## src/verilog/pssi_pkg.sv

```systemverilog
// Purpose: Constants and types for the port supply select and init block.
// Assumes: APB slave with 32-bit data and byte addresses.
// Notes: Five 8-bit ports, index 0 to 4 standing for ports A to E.

// ----------------------------------------------------------------------
// Package
// ----------------------------------------------------------------------
package pssi_pkg;
  localparam int NPORT = 5;
  localparam int PW = 8;
  localparam int NSUP = 12;
  localparam logic [2:0] PORT_D_IDX = 3'h3;
  localparam logic [7:0] OFS_DATA = 8'h00;
  localparam logic [7:0] OFS_DIR = 8'h20;
  localparam logic [7:0] OFS_BITOP = 8'h40;
  localparam logic [7:0] OFS_WAKE_A = 8'h44;
  localparam logic [7:0] OFS_WAKE_N = 8'h48;
  localparam logic [7:0] OFS_SUP_AL = 8'h50;
  localparam logic [7:0] OFS_SUP_AH = 8'h54;
  localparam logic [7:0] OFS_SUP_DH = 8'h58;
  localparam logic [7:0] OFS_STAT = 8'h60;
  localparam logic [7:0] OFS_MASK = 8'h64;
  localparam logic [2:0] GRP_DATA = 3'h0;
  localparam logic [2:0] GRP_DIR = 3'h1;
  localparam logic [7:0] RST_LATCH = 8'hFF;
  localparam logic [7:0] RST_DIR = 8'hFF;
  localparam logic [7:0] RST_SUP = 8'h00;
  localparam logic [7:0] RST_WAKE = 8'h00;
  localparam int BOP_BIT_LSB = 0;
  localparam int BOP_PORT_LSB = 4;
  localparam int BOP_DIR_POS = 8;
  localparam int BOP_SET_POS = 9;
  localparam int STAT_WAKE_POS = 0;
  typedef enum logic [1:0] {
    PSSI_SUP_MAIN0 = 2'b00,
    PSSI_SUP_MAIN1 = 2'b01,
    PSSI_SUP_IO = 2'b10,
    PSSI_SUP_REG = 2'b11
  } pssi_sup_t;
endpackage

```

## src/verilog/pssi_port_top.sv

```systemverilog
// Purpose: Port data, direction, wake-up and pad supply select logic.
// Assumes: Pads are sampled asynchronously; sleep flag is on I_CLK_SYS.
// Notes: APB answers with no wait states; read data comes from a flop.

`timescale 1ns/1ps
`default_nettype none

// ----------------------------------------------------------------------
// Top module
// ----------------------------------------------------------------------
// How it works
// Codes 00/01 main, 10 io rail, 11 regulator.
// Low A register holds pins 0 to 3.
// High A register holds pins 4 to 7.
// Port D register holds pins 4 to 7.
// Every pin field is independent.
// Reset sets data and direction bits high.
// Untouched latch drives high when made output.
// Bit set/clear reads port, rewrites whole byte.
// Direction takes byte writes and bit ops.
// Wake enable per pin A, nibble others.
// Enabled pin change in sleep requests wake.
// Direction zero outputs, one reads pin.
// Output pin reads back its latch.
// Supply selects are registered outputs.
module pssi_port_top import pssi_pkg::*; #(
  parameter bit P_HAS_PORT_D = 1'b1
) (
  input wire logic I_CLK_SYS,
  input wire logic I_RESET,
  input wire logic I_PSEL,
  input wire logic I_PENABLE,
  input wire logic I_PWRITE,
  input wire logic [7:0] I_PADDR,
  input wire logic [31:0] I_PWDATA,
  output logic O_PREADY,
  output logic O_PSLVERR,
  output logic [31:0] O_PRDATA,
  input wire logic [NPORT*PW-1:0] I_PAD_IN,
  output logic [NPORT*PW-1:0] O_PAD_OUT,
  output logic [NPORT*PW-1:0] O_PAD_OE,
  input wire logic I_SLEEP_IDLE,
  output logic O_WAKE_REQ,
  output logic O_IRQ,
  output logic [NSUP-1:0] O_SUP_IO_SEL,
  output logic [NSUP-1:0] O_SUP_REG_SEL
);

  // --------------------------------------------------------------------
  // Declarations
  // --------------------------------------------------------------------
  function automatic logic [1:0] sup_dec(input logic [1:0] code);
    sup_dec = {code == PSSI_SUP_REG, code == PSSI_SUP_IO};
  endfunction

  logic [NPORT*PW-1:0] pin_s1_r, pin_s2_r, pin_prev_r, wake_en, trans;
  logic [NPORT-1:0][PW-1:0] latch_r, latch_nxt, dir_r, dir_nxt, rd_mix;
  logic [PW-1:0] wake_a_r, wake_n_r;
  logic [3*PW-1:0] sup_r, sup_nxt;
  logic [NSUP-1:0] io_nxt, reg_nxt;
  logic [31:0] prdata_r, rdata;
  logic wake_r, stat_r, stat_nxt, mask_r;
  logic [NSUP-1:0] sup_io_r, sup_reg_r;

  // --------------------------------------------------------------------
  // Bus decode
  // --------------------------------------------------------------------
  wire acc = I_PSEL & I_PENABLE;
  wire wr = acc & I_PWRITE;
  wire setup = I_PSEL & ~I_PENABLE;
  wire [2:0] pidx = I_PADDR[4:2];
  wire pidx_ok = pidx < 3'(NPORT);
  wire hit_data = (I_PADDR[7:5] == GRP_DATA) & pidx_ok;
  wire hit_dir = (I_PADDR[7:5] == GRP_DIR) & pidx_ok;
  wire hit_bop = I_PADDR == OFS_BITOP;
  wire hit_wa = I_PADDR == OFS_WAKE_A;
  wire hit_wn = I_PADDR == OFS_WAKE_N;
  wire hit_sal = I_PADDR == OFS_SUP_AL;
  wire hit_sah = I_PADDR == OFS_SUP_AH;
  wire hit_sdh = (I_PADDR == OFS_SUP_DH) & P_HAS_PORT_D;
  wire hit_stat = I_PADDR == OFS_STAT;
  wire hit_mask = I_PADDR == OFS_MASK;
  wire hit = hit_data | hit_dir | hit_bop | hit_wa | hit_wn | hit_sal |
             hit_sah | hit_sdh | hit_stat | hit_mask;

  assign O_PREADY = acc;
  assign O_PSLVERR = acc & ~hit;
  assign O_PRDATA = prdata_r;

  // --------------------------------------------------------------------
  // Bit set and clear
  // --------------------------------------------------------------------
  // The data latch is rebuilt from the mixed read value, so an input
  // pin's latch picks up the pin level, just as a real RMW would.
  wire [2:0] bop_port = I_PWDATA[BOP_PORT_LSB +: 3];
  wire [2:0] bop_bit = I_PWDATA[BOP_BIT_LSB +: 3];
  wire bop_dir = I_PWDATA[BOP_DIR_POS];
  wire bop_set = I_PWDATA[BOP_SET_POS];
  wire bop_go = wr & hit_bop & (bop_port < 3'(NPORT));
  wire [PW-1:0] bop_mask = PW'(1) << bop_bit;
  wire [PW-1:0] bop_base = bop_dir ? dir_r[bop_port] : rd_mix[bop_port];
  wire [PW-1:0] bop_val = bop_set ? (bop_base | bop_mask) :
                          (bop_base & ~bop_mask);

  always_comb begin
    latch_nxt = latch_r;
    dir_nxt = dir_r;
    if (wr & hit_data) begin
      latch_nxt[pidx] = I_PWDATA[PW-1:0];
    end
    if (wr & hit_dir) begin
      dir_nxt[pidx] = I_PWDATA[PW-1:0];
    end
    if (bop_go & bop_dir) begin
      dir_nxt[bop_port] = bop_val;
    end
    if (bop_go & ~bop_dir) begin
      latch_nxt[bop_port] = bop_val;
    end
  end

  // --------------------------------------------------------------------
  // Per-port pin mixing and wake enables
  // --------------------------------------------------------------------
  genvar gp;
  generate
    for (gp = 0; gp < NPORT; gp++) begin : g_port
      assign rd_mix[gp] = (dir_r[gp] & pin_s2_r[gp*PW +: PW]) |
                          (~dir_r[gp] & latch_r[gp]);
      assign O_PAD_OUT[gp*PW +: PW] = latch_r[gp];
      assign O_PAD_OE[gp*PW +: PW] = ~dir_r[gp];
      if (gp == 0) begin : g_pin
        assign wake_en[PW-1:0] = wake_a_r;
      end else begin : g_nib
        assign wake_en[gp*PW +: 4] = {4{wake_n_r[2*gp-2]}};
        assign wake_en[gp*PW+4 +: 4] = {4{wake_n_r[2*gp-1]}};
      end
    end
  endgenerate

  assign trans = pin_s2_r ^ pin_prev_r;
  wire wake_hit = I_SLEEP_IDLE & (|(trans & wake_en));

  // --------------------------------------------------------------------
  // Supply select
  // --------------------------------------------------------------------
  always_comb begin
    sup_nxt = sup_r;
    if (wr & hit_sal) begin
      sup_nxt[7:0] = I_PWDATA[7:0];
    end
    if (wr & hit_sah) begin
      sup_nxt[15:8] = I_PWDATA[7:0];
    end
    if (wr & hit_sdh) begin
      sup_nxt[23:16] = I_PWDATA[7:0];
    end
  end

  genvar gs;
  generate
    for (gs = 0; gs < NSUP; gs++) begin : g_sup
      assign {reg_nxt[gs], io_nxt[gs]} = sup_dec(sup_nxt[2*gs +: 2]);
    end
  endgenerate

  // --------------------------------------------------------------------
  // Read mux and status
  // --------------------------------------------------------------------
  always_comb begin
    rdata = 32'h00000000;
    if (hit_data) begin
      rdata[PW-1:0] = rd_mix[pidx];
    end else if (hit_dir) begin
      rdata[PW-1:0] = dir_r[pidx];
    end else if (hit_wa) begin
      rdata[PW-1:0] = wake_a_r;
    end else if (hit_wn) begin
      rdata[PW-1:0] = wake_n_r;
    end else if (hit_sal) begin
      rdata[PW-1:0] = sup_r[7:0];
    end else if (hit_sah) begin
      rdata[PW-1:0] = sup_r[15:8];
    end else if (hit_sdh) begin
      rdata[PW-1:0] = sup_r[23:16];
    end else if (hit_stat) begin
      rdata[STAT_WAKE_POS] = stat_r;
    end else if (hit_mask) begin
      rdata[STAT_WAKE_POS] = mask_r;
    end
  end

  // A wake event in the clearing cycle survives the write of one.
  assign stat_nxt = wake_hit |
                    (stat_r & ~(wr & hit_stat & I_PWDATA[STAT_WAKE_POS]));
  assign O_IRQ = stat_r & mask_r;
  assign O_WAKE_REQ = wake_r;
  assign O_SUP_IO_SEL = sup_io_r;
  assign O_SUP_REG_SEL = sup_reg_r;

  // --------------------------------------------------------------------
  // Registers
  // --------------------------------------------------------------------

  always_ff @(posedge I_CLK_SYS) begin
    pin_s1_r <= I_PAD_IN;
    pin_s2_r <= pin_s1_r;
    pin_prev_r <= pin_s2_r;
    if (setup) begin
      prdata_r <= rdata;
    end
    if (I_RESET) begin
      latch_r <= {NPORT{RST_LATCH}};
      dir_r <= {NPORT{RST_DIR}};
      sup_r <= {3{RST_SUP}};
      sup_io_r <= '0;
      sup_reg_r <= '0;
      wake_a_r <= RST_WAKE;
      wake_n_r <= RST_WAKE;
      stat_r <= 1'b0;
      mask_r <= 1'b0;
      wake_r <= 1'b0;
      prdata_r <= 32'h00000000;
    end else begin
      latch_r <= latch_nxt;
      dir_r <= dir_nxt;
      sup_r <= sup_nxt;
      sup_io_r <= io_nxt;
      sup_reg_r <= reg_nxt;
      wake_a_r <= (wr & hit_wa) ? I_PWDATA[PW-1:0] : wake_a_r;
      wake_n_r <= (wr & hit_wn) ? I_PWDATA[PW-1:0] : wake_n_r;
      mask_r <= (wr & hit_mask) ? I_PWDATA[STAT_WAKE_POS] : mask_r;
      stat_r <= stat_nxt;
      wake_r <= wake_hit;
    end
  end

  // --------------------------------------------------------------------
  // Assertions
  // --------------------------------------------------------------------
  logic lat_wr_seen_r;
  always_ff @(posedge I_CLK_SYS) begin
    if (I_RESET) begin
      lat_wr_seen_r <= 1'b0;
    end else if ((wr & hit_data) | (bop_go & ~bop_dir)) begin
      lat_wr_seen_r <= 1'b1;
    end
  end
endmodule

`default_nettype wire
```

## config.mk

```make
export PLATFORM = sky130hd
export DESIGN_NAME = pssi_port_top
export DESIGN_NICKNAME = d
export VERILOG_FILES = /design/src/verilog/pssi_pkg.sv /design/src/verilog/pssi_port_top.sv
export SDC_FILE = /design/constraint.sdc
export NUM_CORES = 1
export LEC_CHECK = 0
export ABC_AREA = 1
export BUFFER_PORTS_ARGS = -buffer_cell sky130_fd_sc_hd__buf_2
export CORE_MARGIN = 2
export CORE_UTILIZATION = 45
export CTS_BUF_LIST = sky130_fd_sc_hd__clkbuf_16
export DETAILED_ROUTE_END_ITERATION = 8
export PLACE_DENSITY = 0.67
export SYNTH_ARGS = -nofsm -noshare
export SYNTH_HDL_FRONTEND = slang
export SYNTH_SLANG_ARGS = --single-unit
```

## constraint.sdc

```tcl
create_clock -name I_CLK_SYS -period 2 [get_ports I_CLK_SYS]
set_input_delay 0.4 -clock I_CLK_SYS [delete_from_list [all_inputs] [get_ports I_CLK_SYS]]
set_output_delay 0.4 -clock I_CLK_SYS [all_outputs]
set_load 0.1 [all_outputs]
```

==> out/summary.txt, run 1 <==
OUTCOME
----------------------------------------------------------------------------------------
Run status ................................................................ finished, violations left
Violations in the final reports ........................................... negative setup slack

CLOCKING
----------------------------------------------------------------------------------------
Clock tree from TritonCTS .................................................         done
Clock network latency to the later pin of the worst-skew pair .............      0.56 ns
Number of buffers created by CTS ..........................................           28
Clock H-tree levels .......................................................            1
Number of clock sinks .....................................................          275
Clock transition at the registers of the reported paths ...................      0.06 ns
Maximum buffer depth of the clock tree ....................................            3
Buffer cell driving the clock tree root ...................................    clkbuf_16

FINAL LAYOUT
----------------------------------------------------------------------------------------
Area added between synthesis and finish ...................................        37.3%
Share of final-layout standard cells stronger than drive strength 1 .......        0.256
Most frequent standard cell in the layout excluding fill and tap cells ....      nand2_1
Count of nets after finishing .............................................         2184
Filler cells ..............................................................         2349
Layout Utilization ........................................................        0.630
Area occupied by multi-input gates ........................................  0.00551 mm2
Number of cells in the finished layout apart from fillers .................         2454
Top library cells by usage in the layout, fill and taps aside ............. nand2_1, dfxtp_1, buf_4
Reg area ..................................................................  0.00551 mm2
Antenna diode count .......................................................            0

TIMING
----------------------------------------------------------------------------------------
Worst hold margin .........................................................     0.196 ns
Setup-violating endpoint count in the final report ........................            1
Final critical delay including setup and external delays ..................      2.00 ns
Max_slew headroom .........................................................        0.615
Post-route worst setup slack ..............................................  -0.00416 ns
Upper clock frequency limit ...............................................      499 MHz
Portion of the clock cycle consumed by the worst path in the final layout .         1.00
Hold Fails Final Rpt ......................................................            0
Measured slew at the worst slew-check pin .................................     0.571 ns
Final-report max-slew violation count .....................................            0
Setup repair after global routing missed its margin .......................         true
Final setup skew ..........................................................    0.0105 ns

WORST SETUP PATH
----------------------------------------------------------------------------------------
Max Fanout on Critical Path ...............................................            5
Delay-heaviest family, CP ................................................. simple AND/OR/NAND/NOR gates
Slack of the worst reg-to-reg path ........................................      0.11 ns
Required @ worst endpoint .................................................      1.60 ns
Crit path max-delay cell type .............................................       nor4_4
Ordered cell list for the critical path ................................... buf_6 > inv_4 > nand2_4 > buf_6 > nor2_4 > inv_2 > nor2_2 > inv_1 > nand4_1 > nor4_4 > buf_12
FF-to-FF path depth .......................................................           11
Delay contributed by the slowest stage of the critical path ...............      0.31 ns
Startpoint kind of the worst setup timing path ............................ primary input
Critical path buffers and inverters .......................................            6
Worst endpoint data arrival time ..........................................      1.60 ns
CP endpoint kind ..........................................................  output port
Crit Path Class ...........................................................    in -> out
Worst reg2reg path startpoint .............................................    dir_r[32]
End of the worst register-to-register path ................................    dir_r[16]
CP most frequent cell .....................................................        buf_6

LOGIC SYNTHESIS
----------------------------------------------------------------------------------------
Proportion of synthesized chip area in sequential cells ...................        0.461
Async SR Flop Fraction ....................................................            0
Mapped Avg Cell Area ......................................................     7.13 um2
Count of flip-flops with a built-in enable after synthesis ................            0
Leading post-synthesis cells by cell area ................................. dfxtp_1, nand2_1, o21ai_0
Number of register bits inferred by synthesis .............................          275
Number of library cell types mapped by synthesis ..........................           40
Total of warnings raised by yosys .........................................            0
Synthesized netlist cell count ............................................         1677
Synth top area share ......................................................        0.461
Flip-flop cell with the highest count after synthesis .....................      dfxtp_1
Cell accounting for the most synthesized area .............................      dfxtp_1
Netlist area before placement .............................................   0.0119 mm2

JOB
----------------------------------------------------------------------------------------
MaxCap Viol Count .........................................................            0

DIE
----------------------------------------------------------------------------------------
Site Rows .................................................................           59
Standard cell core area ...................................................   0.0261 mm2
Area of the die ...........................................................   0.0279 mm2
Initial standard-cell utilization of the core .............................        0.459
Vertical die dimension ....................................................       167 um
Top-level I/O count .......................................................          226
Horizontal die dimension ..................................................       167 um

DRT
----------------------------------------------------------------------------------------
Number of vias in the routed layout .......................................        12900
First DRT Iteration DRCs ..................................................         1475
Post-detailed-route DRC marker count ......................................            0
Number of nets with antenna violations after detailed routing .............            0
Number of iterations in the first detailed-routing pass ...................            6
Final wirelength ..........................................................     49700 um
Via/cell ratio ............................................................         5.27
Average wire length per cell after detail routing .........................      20.2 um

GRT
----------------------------------------------------------------------------------------
Gr usage total ............................................................        0.344
Number of global-route vias before repair .................................        12100
Largest net degree at the start of global routing .........................           80
Final global-route overflow total .........................................            0
Initial antenna violation count ...........................................            0
Wire length of the first global-routing pass ..............................     73100 um

PLACEMENT
----------------------------------------------------------------------------------------
Final GP Congestion .......................................................         1.03
Instance count after placement with tap cells included ....................         2340
Half-perimeter wire length of the detailed placement result ...............     37600 um
Buffers on Ports ..........................................................          179

HOLD PATH
----------------------------------------------------------------------------------------
Hold Crit Start ........................................................... I_SLEEP_IDLE
Hold Crit Endpoint ........................................................   O_WAKE_REQ
Hold Crit Depth ...........................................................            5
Class of the tightest hold or removal check ...............................    in -> reg

POWER AND IR DROP
----------------------------------------------------------------------------------------
Leakage power figure ......................................................      8.07 nW
Power density relative to cell area .......................................   757 mW/mm2
Maximum resistive drop on vdd .............................................     0.976 mV

-- how the worst max path moves through the flow --
stage | from | endpoint | cells past startpoint
2_1_floorplan | I_PADDR[2] | O_PSLVERR | 10
3_3_place_gp | I_PWDATA[5] | O_PAD_OUT[0] | 13
3_5_place_dp | I_PADDR[0] | O_SUP_IO_SEL[5] | 12
4_1_cts | I_PADDR[1] | O_PSLVERR | 11
5_1_grt | I_PADDR[0] | O_PSLVERR | 11
6_report | I_PADDR[0] | O_PSLVERR | 11
-- repair_timing --
item | CTS | global route
resized for setup | 25 | 35
endpoints found under the hold margin | 40 | 0
pin swaps | 6 | 9
endpoints found under the setup margin | 7 | 16
setup buffers | 21 | 2
hold buffers | 40 | 0
-- cell families (layout without fill, tap and decap cells) --
logic type,Yosys count,in the layout,share of synthesized area
compound gates,299,299,0.133
simple gates,790,790,0.282
xor+xnor,34,34,0.0249
flops,275,275,0.461
buf+inv,278,697,0.0990
other cells,1,24,0.000314
-- Yosys cell counts (2+ instances only) --
cell / instances
xor2_1: 9
nand3_1: 100
or2_2: 12
buf_2: 17
inv_1: 176
nand2_1: 469
clkinv_1: 3
nor3_2: 2
nand3b_1: 10
o21ai_1: 3
nor3b_1: 3
buf_1: 5
o22ai_1: 54
o21ai_0: 160
buf_4: 25
nor2_2: 12
o2111ai_1: 3
nand4_1: 12
buf_6: 3
nor2_1: 139
xnor2_1: 25
nand3_2: 2
inv_2: 16
clkbuf_1: 32
dfxtp_1: 275
nor3_1: 12
nor2_4: 9
a21oi_1: 73
nand2_2: 5
-- layout make-up --
cell class	count	area share
inverter	196	0.0469
multi-input combinational	1147	0.336
clock buffer	28	0.0427
sequential	275	0.336
timing repair buffer	450	0.201
tap	335	0.0256
clock inverter	23	0.0121
-- layer usage --
metal  up-vias  GRT usage  share of wire
met3       118     0.0646          0.098
met4         0      0.145          0.047
li1       6175          -              -
met2       701      0.541           0.44
met5         -          0              0
met1      5933      0.465           0.41
-- sequential cells by signal, indices dropped and copies added, names as in the netlist, 8 cells and up --
register,flops
O_SUP_IO_SEL,12
dir_r,40
O_PRDATA,8
sup_r,24
pin_s2_r,40
O_PAD_OUT,40
pin_s1_r,40
O_SUP_REG_SEL,12
wake_a_r,8
wake_n_r,8
pin_prev_r,40
-- power breakdown --
group | switching [mW] | leakage (nW) | internal, mW | total, mW
Combinational | 1.05 | 5.35 | 0.522 | 1.58
Clock | 2.20 | 0.449 | 2.93 | 5.13
Sequential | 0.0870 | 2.27 | 5.62 | 5.71
Total | 3.34 | 8.07 | 9.07 | 12.4
-- worst register-to-register path: cells and delay by family (launching register included) --
family                 cells  cell delay, ns
DFF                        1            0.34
and+or+nand+nor            8            0.92
AOI/OAI and AO/OA          1            0.15
buffers and inverters      2            0.35
-- stage by stage --
stage | TNS (ns) | worst slack (ns) | cell area, um2 | power [mW]
4_1_cts | -0.0176 | -0.0176 | 16300 | 12.4
5_1_grt | -0.109 | -0.0628 | 16400 | 12.8
6_report | -0.00416 | -0.00416 | 16400 | 12.4
2_1_floorplan | -0.644 | -0.516 | 12200 | 6.63
3_5_place_dp | -8.76 | -0.171 | 14800 | 7.26
3_3_place_gp | -7.69 | -0.152 | 14800 | 7.25
(Power assumes the default switching activity.)
==> run 2: changes to the inputs <==
--- a/config.mk
+++ b/config.mk
@@ -12,6 +12,7 @@
 export CTS_BUF_LIST = sky130_fd_sc_hd__clkbuf_16
 export DETAILED_ROUTE_END_ITERATION = 8
 export PLACE_DENSITY = 0.67
+export REMOVE_ABC_BUFFERS = 1
 export SYNTH_ARGS = -nofsm -noshare
 export SYNTH_HDL_FRONTEND = slang
 export SYNTH_SLANG_ARGS = --single-unit
==> run 2 against run 1 <==
The flow still finishes with violations (negative setup slack). Combinational power grew 3%. First-iteration DRC count shrank 8.9%. Routed wire length grew 3.4%. Global-route usage grew 1.7 points. Worst setup slack lost 0.017 ns. Clock skew shrank 0.0016 ns. Largest power group unchanged. Non-clock buffer count shrank 4. Core utilization shrank 0.46 points. Critical path type unchanged. Final cell count shrank 0.29%. Sequential power is essentially flat. Fmax shrank 0.86%. Power shrank 0.78%.
==> out/summary.txt, run 2 (synthesized netlist as in run 1, its figures left out) <==
OUTCOME
----------------------------------------------------------------------------------------
Run status ................................................................ finished, violations left   unchanged
Violations in the final reports ........................................... negative setup slack   unchanged

POWER AND IR DROP
----------------------------------------------------------------------------------------
Power density relative to cell area .......................................   757 mW/mm2   about the same
Leakage power figure ......................................................      8.08 nW   was 8.07 nW
Maximum resistive drop on vdd .............................................     0.974 mV   was 0.976 mV

JOB
----------------------------------------------------------------------------------------
MaxCap Viol Count .........................................................            0   unchanged

GRT
----------------------------------------------------------------------------------------
Number of global-route vias before repair .................................        12500   was 12100
Gr usage total ............................................................        0.362   was 0.344
Initial antenna violation count ...........................................            2   was 0
Wire length of the first global-routing pass ..............................     76000 um   was 73100 um
Largest net degree at the start of global routing .........................           70   was 80
Final global-route overflow total .........................................            0   unchanged

TIMING
----------------------------------------------------------------------------------------
Setup repair after global routing missed its margin .......................         true   unchanged
Upper clock frequency limit ...............................................      495 MHz   was 499 MHz
Setup-violating endpoint count in the final report ........................            3   was 1
Post-route worst setup slack ..............................................   -0.0215 ns   was -0.00416 ns
Setup_tns .................................................................   -0.0274 ns   was -0.00416 ns
Portion of the clock cycle consumed by the worst path in the final layout .         1.01   was 1.00
Measured slew at the worst slew-check pin .................................     0.573 ns   was 0.571 ns
Max_slew headroom .........................................................        0.614   was 0.615
Final critical delay including setup and external delays ..................      2.02 ns   was 2.00 ns
Final setup skew ..........................................................   0.00898 ns   was 0.0105 ns
Hold Fails Final Rpt ......................................................            0   unchanged
Final-report max-slew violation count .....................................            0   unchanged

WORST SETUP PATH
----------------------------------------------------------------------------------------
Required @ worst endpoint .................................................      1.60 ns   about the same
Startpoint kind of the worst setup timing path ............................ primary input   unchanged
Worst endpoint data arrival time ..........................................      1.62 ns   was 1.60 ns
Max Fanout on Critical Path ...............................................            4   was 5
Crit Path Class ...........................................................    in -> out   unchanged
CP endpoint kind ..........................................................  output port   unchanged

DRT
----------------------------------------------------------------------------------------
Number of iterations in the first detailed-routing pass ...................            6   unchanged
Post-detailed-route DRC marker count ......................................            0   unchanged
First DRT Iteration DRCs ..................................................         1343   was 1475
Number of nets with antenna violations after detailed routing .............            0   unchanged
Average wire length per cell after detail routing .........................      21.0 um   was 20.2 um
Number of vias in the routed layout .......................................        13000   was 12900
Via/cell ratio ............................................................         5.30   was 5.27
Final wirelength ..........................................................     51400 um   was 49700 um

DIE
----------------------------------------------------------------------------------------
Site Rows .................................................................           59   unchanged
Top-level I/O count .......................................................          226   unchanged
Horizontal die dimension ..................................................       167 um   unchanged
Area of the die ...........................................................   0.0279 mm2   unchanged
Vertical die dimension ....................................................       167 um   unchanged
Standard cell core area ...................................................   0.0261 mm2   unchanged
Initial standard-cell utilization of the core .............................        0.459   unchanged

CLOCKING
----------------------------------------------------------------------------------------
Clock tree from TritonCTS .................................................         done   unchanged
Clock H-tree levels .......................................................            1   unchanged
Clock transition at the registers of the reported paths ...................      0.06 ns   about the same
Maximum buffer depth of the clock tree ....................................            3   unchanged
Buffer cell driving the clock tree root ...................................    clkbuf_16   unchanged
Number of clock sinks .....................................................          275   unchanged
Number of buffers created by CTS ..........................................           27   was 28
Clock network latency to the later pin of the worst-skew pair .............      0.55 ns   was 0.56 ns

PLACEMENT
----------------------------------------------------------------------------------------
Half-perimeter wire length of the detailed placement result ...............     39400 um   was 37600 um
Final GP Congestion .......................................................         1.04   was 1.03
Buffers on Ports ..........................................................          179   unchanged
Area after DPL ............................................................   0.0147 mm2   was 0.0148 mm2

HOLD PATH
----------------------------------------------------------------------------------------
Class of the tightest hold or removal check ...............................    in -> reg   unchanged

FINAL LAYOUT
----------------------------------------------------------------------------------------
Count of nets after finishing .............................................         2179   was 2184
Share of final-layout standard cells stronger than drive strength 1 .......        0.251   was 0.256
Antenna diode count .......................................................            0   unchanged
Top library cells by usage in the layout, fill and taps aside ............. nand2_1, dfxtp_1, buf_4   unchanged
Area added between synthesis and finish ...................................        36.3%   was 37.3%
Most frequent standard cell in the layout excluding fill and tap cells ....      nand2_1   unchanged
Post-route cell area ......................................................   0.0163 mm2   was 0.0164 mm2
Filler cells ..............................................................         2398   was 2349

run 2: cell types whose count changed in the layout (fill, tap and decap cells not counted), moves of 3 or more:
cell / change
clkbuf_4: -3
clkinv_1: -5
inv_2: +3
buf_6: -5
o21ai_1: -3
nor2_4: -3
nor2_1: +5
buf_2: +6
nand2_1: +3
buf_4: -8
o21ai_0: +3
buf_8: +4
run 2: report_power, final:
group / internal (mW) / switching [mW]
sequential: 5.62 / 0.0835
clock: 2.83 / 2.16
combinational: 0.544 / 1.09
total: 9.00 / 3.32
run 2: per-stage QoR:
step | setup WS [ns] | utilization | power, mW | std cells | hold WS [ns]
after floorplan | -2.52 | - | 6.50 | 1618 | 0.310
final | -0.0215 | 0.625 | 12.3 | 2447 | 0.194
after detailed placement | -0.232 | 0.566 | 7.30 | 2351 | 0.312
after global routing | -0.0740 | 0.625 | 12.7 | 2447 | 0.204
after global placement | -0.243 | 0.566 | 7.29 | 2351 | 0.310
after CTS | -0.0287 | 0.623 | 12.3 | 2447 | 0.185
run 2: repair_timing:
action | in CTS | in global routing
resized for setup | 55 | 11
hold endpoints to repair | 40 | 0
endpoints found under the setup margin | 5 | 4
setup buffers | 9 | 0
hold buffers | 40 | 0
pin swaps | 11 | 4
run 2: worst max-delay path, cell delays in order:
cell     delay [ns]
buf_8          0.11
buf_6          0.11
nand2_4        0.07
nor2_4         0.04
buf_6          0.13
nand2_4        0.05
nand4_1        0.14
nor4_4         0.24
buf_4          0.16
buf_12         0.16
run 2: cell type report:
| class | count | area (um2) | share of cell area |
|---|---|---|---|
| clock inverters | 21 | 181 | 0.0111 |
| well taps | 335 | 419 | 0.0257 |
| flip-flops and latches | 275 | 5510 | 0.338 |
| multi-input cells | 1147 | 5460 | 0.335 |
| inverters | 196 | 751 | 0.0461 |
| clock buffers | 27 | 676 | 0.0415 |
| repair buffers | 446 | 3290 | 0.202 |
run 2: worst paths after layout:
path	start	end	slack, ns	cells after the start
worst min register to register	pin_s1_r[21]	pin_s2_r[21]	0.32	0
worst max register to register	pin_s2_r[18]	dir_r[34]	0	9
worst max-delay path	I_PADDR[2]	O_PSLVERR	-0.02	10
worst min-delay path	I_RESET	sup_r[10]	0.19	2
run 2: per-layer routing:
metal / routed length (um) / GRT usage / part of all wire
met1: 20500 / 0.464 / 0.40
met2: 23000 / 0.586 / 0.45
met3: 4910 / 0.0706 / 0.096
met4: 2900 / 0.173 / 0.056
met5: 0 / 0 / 0
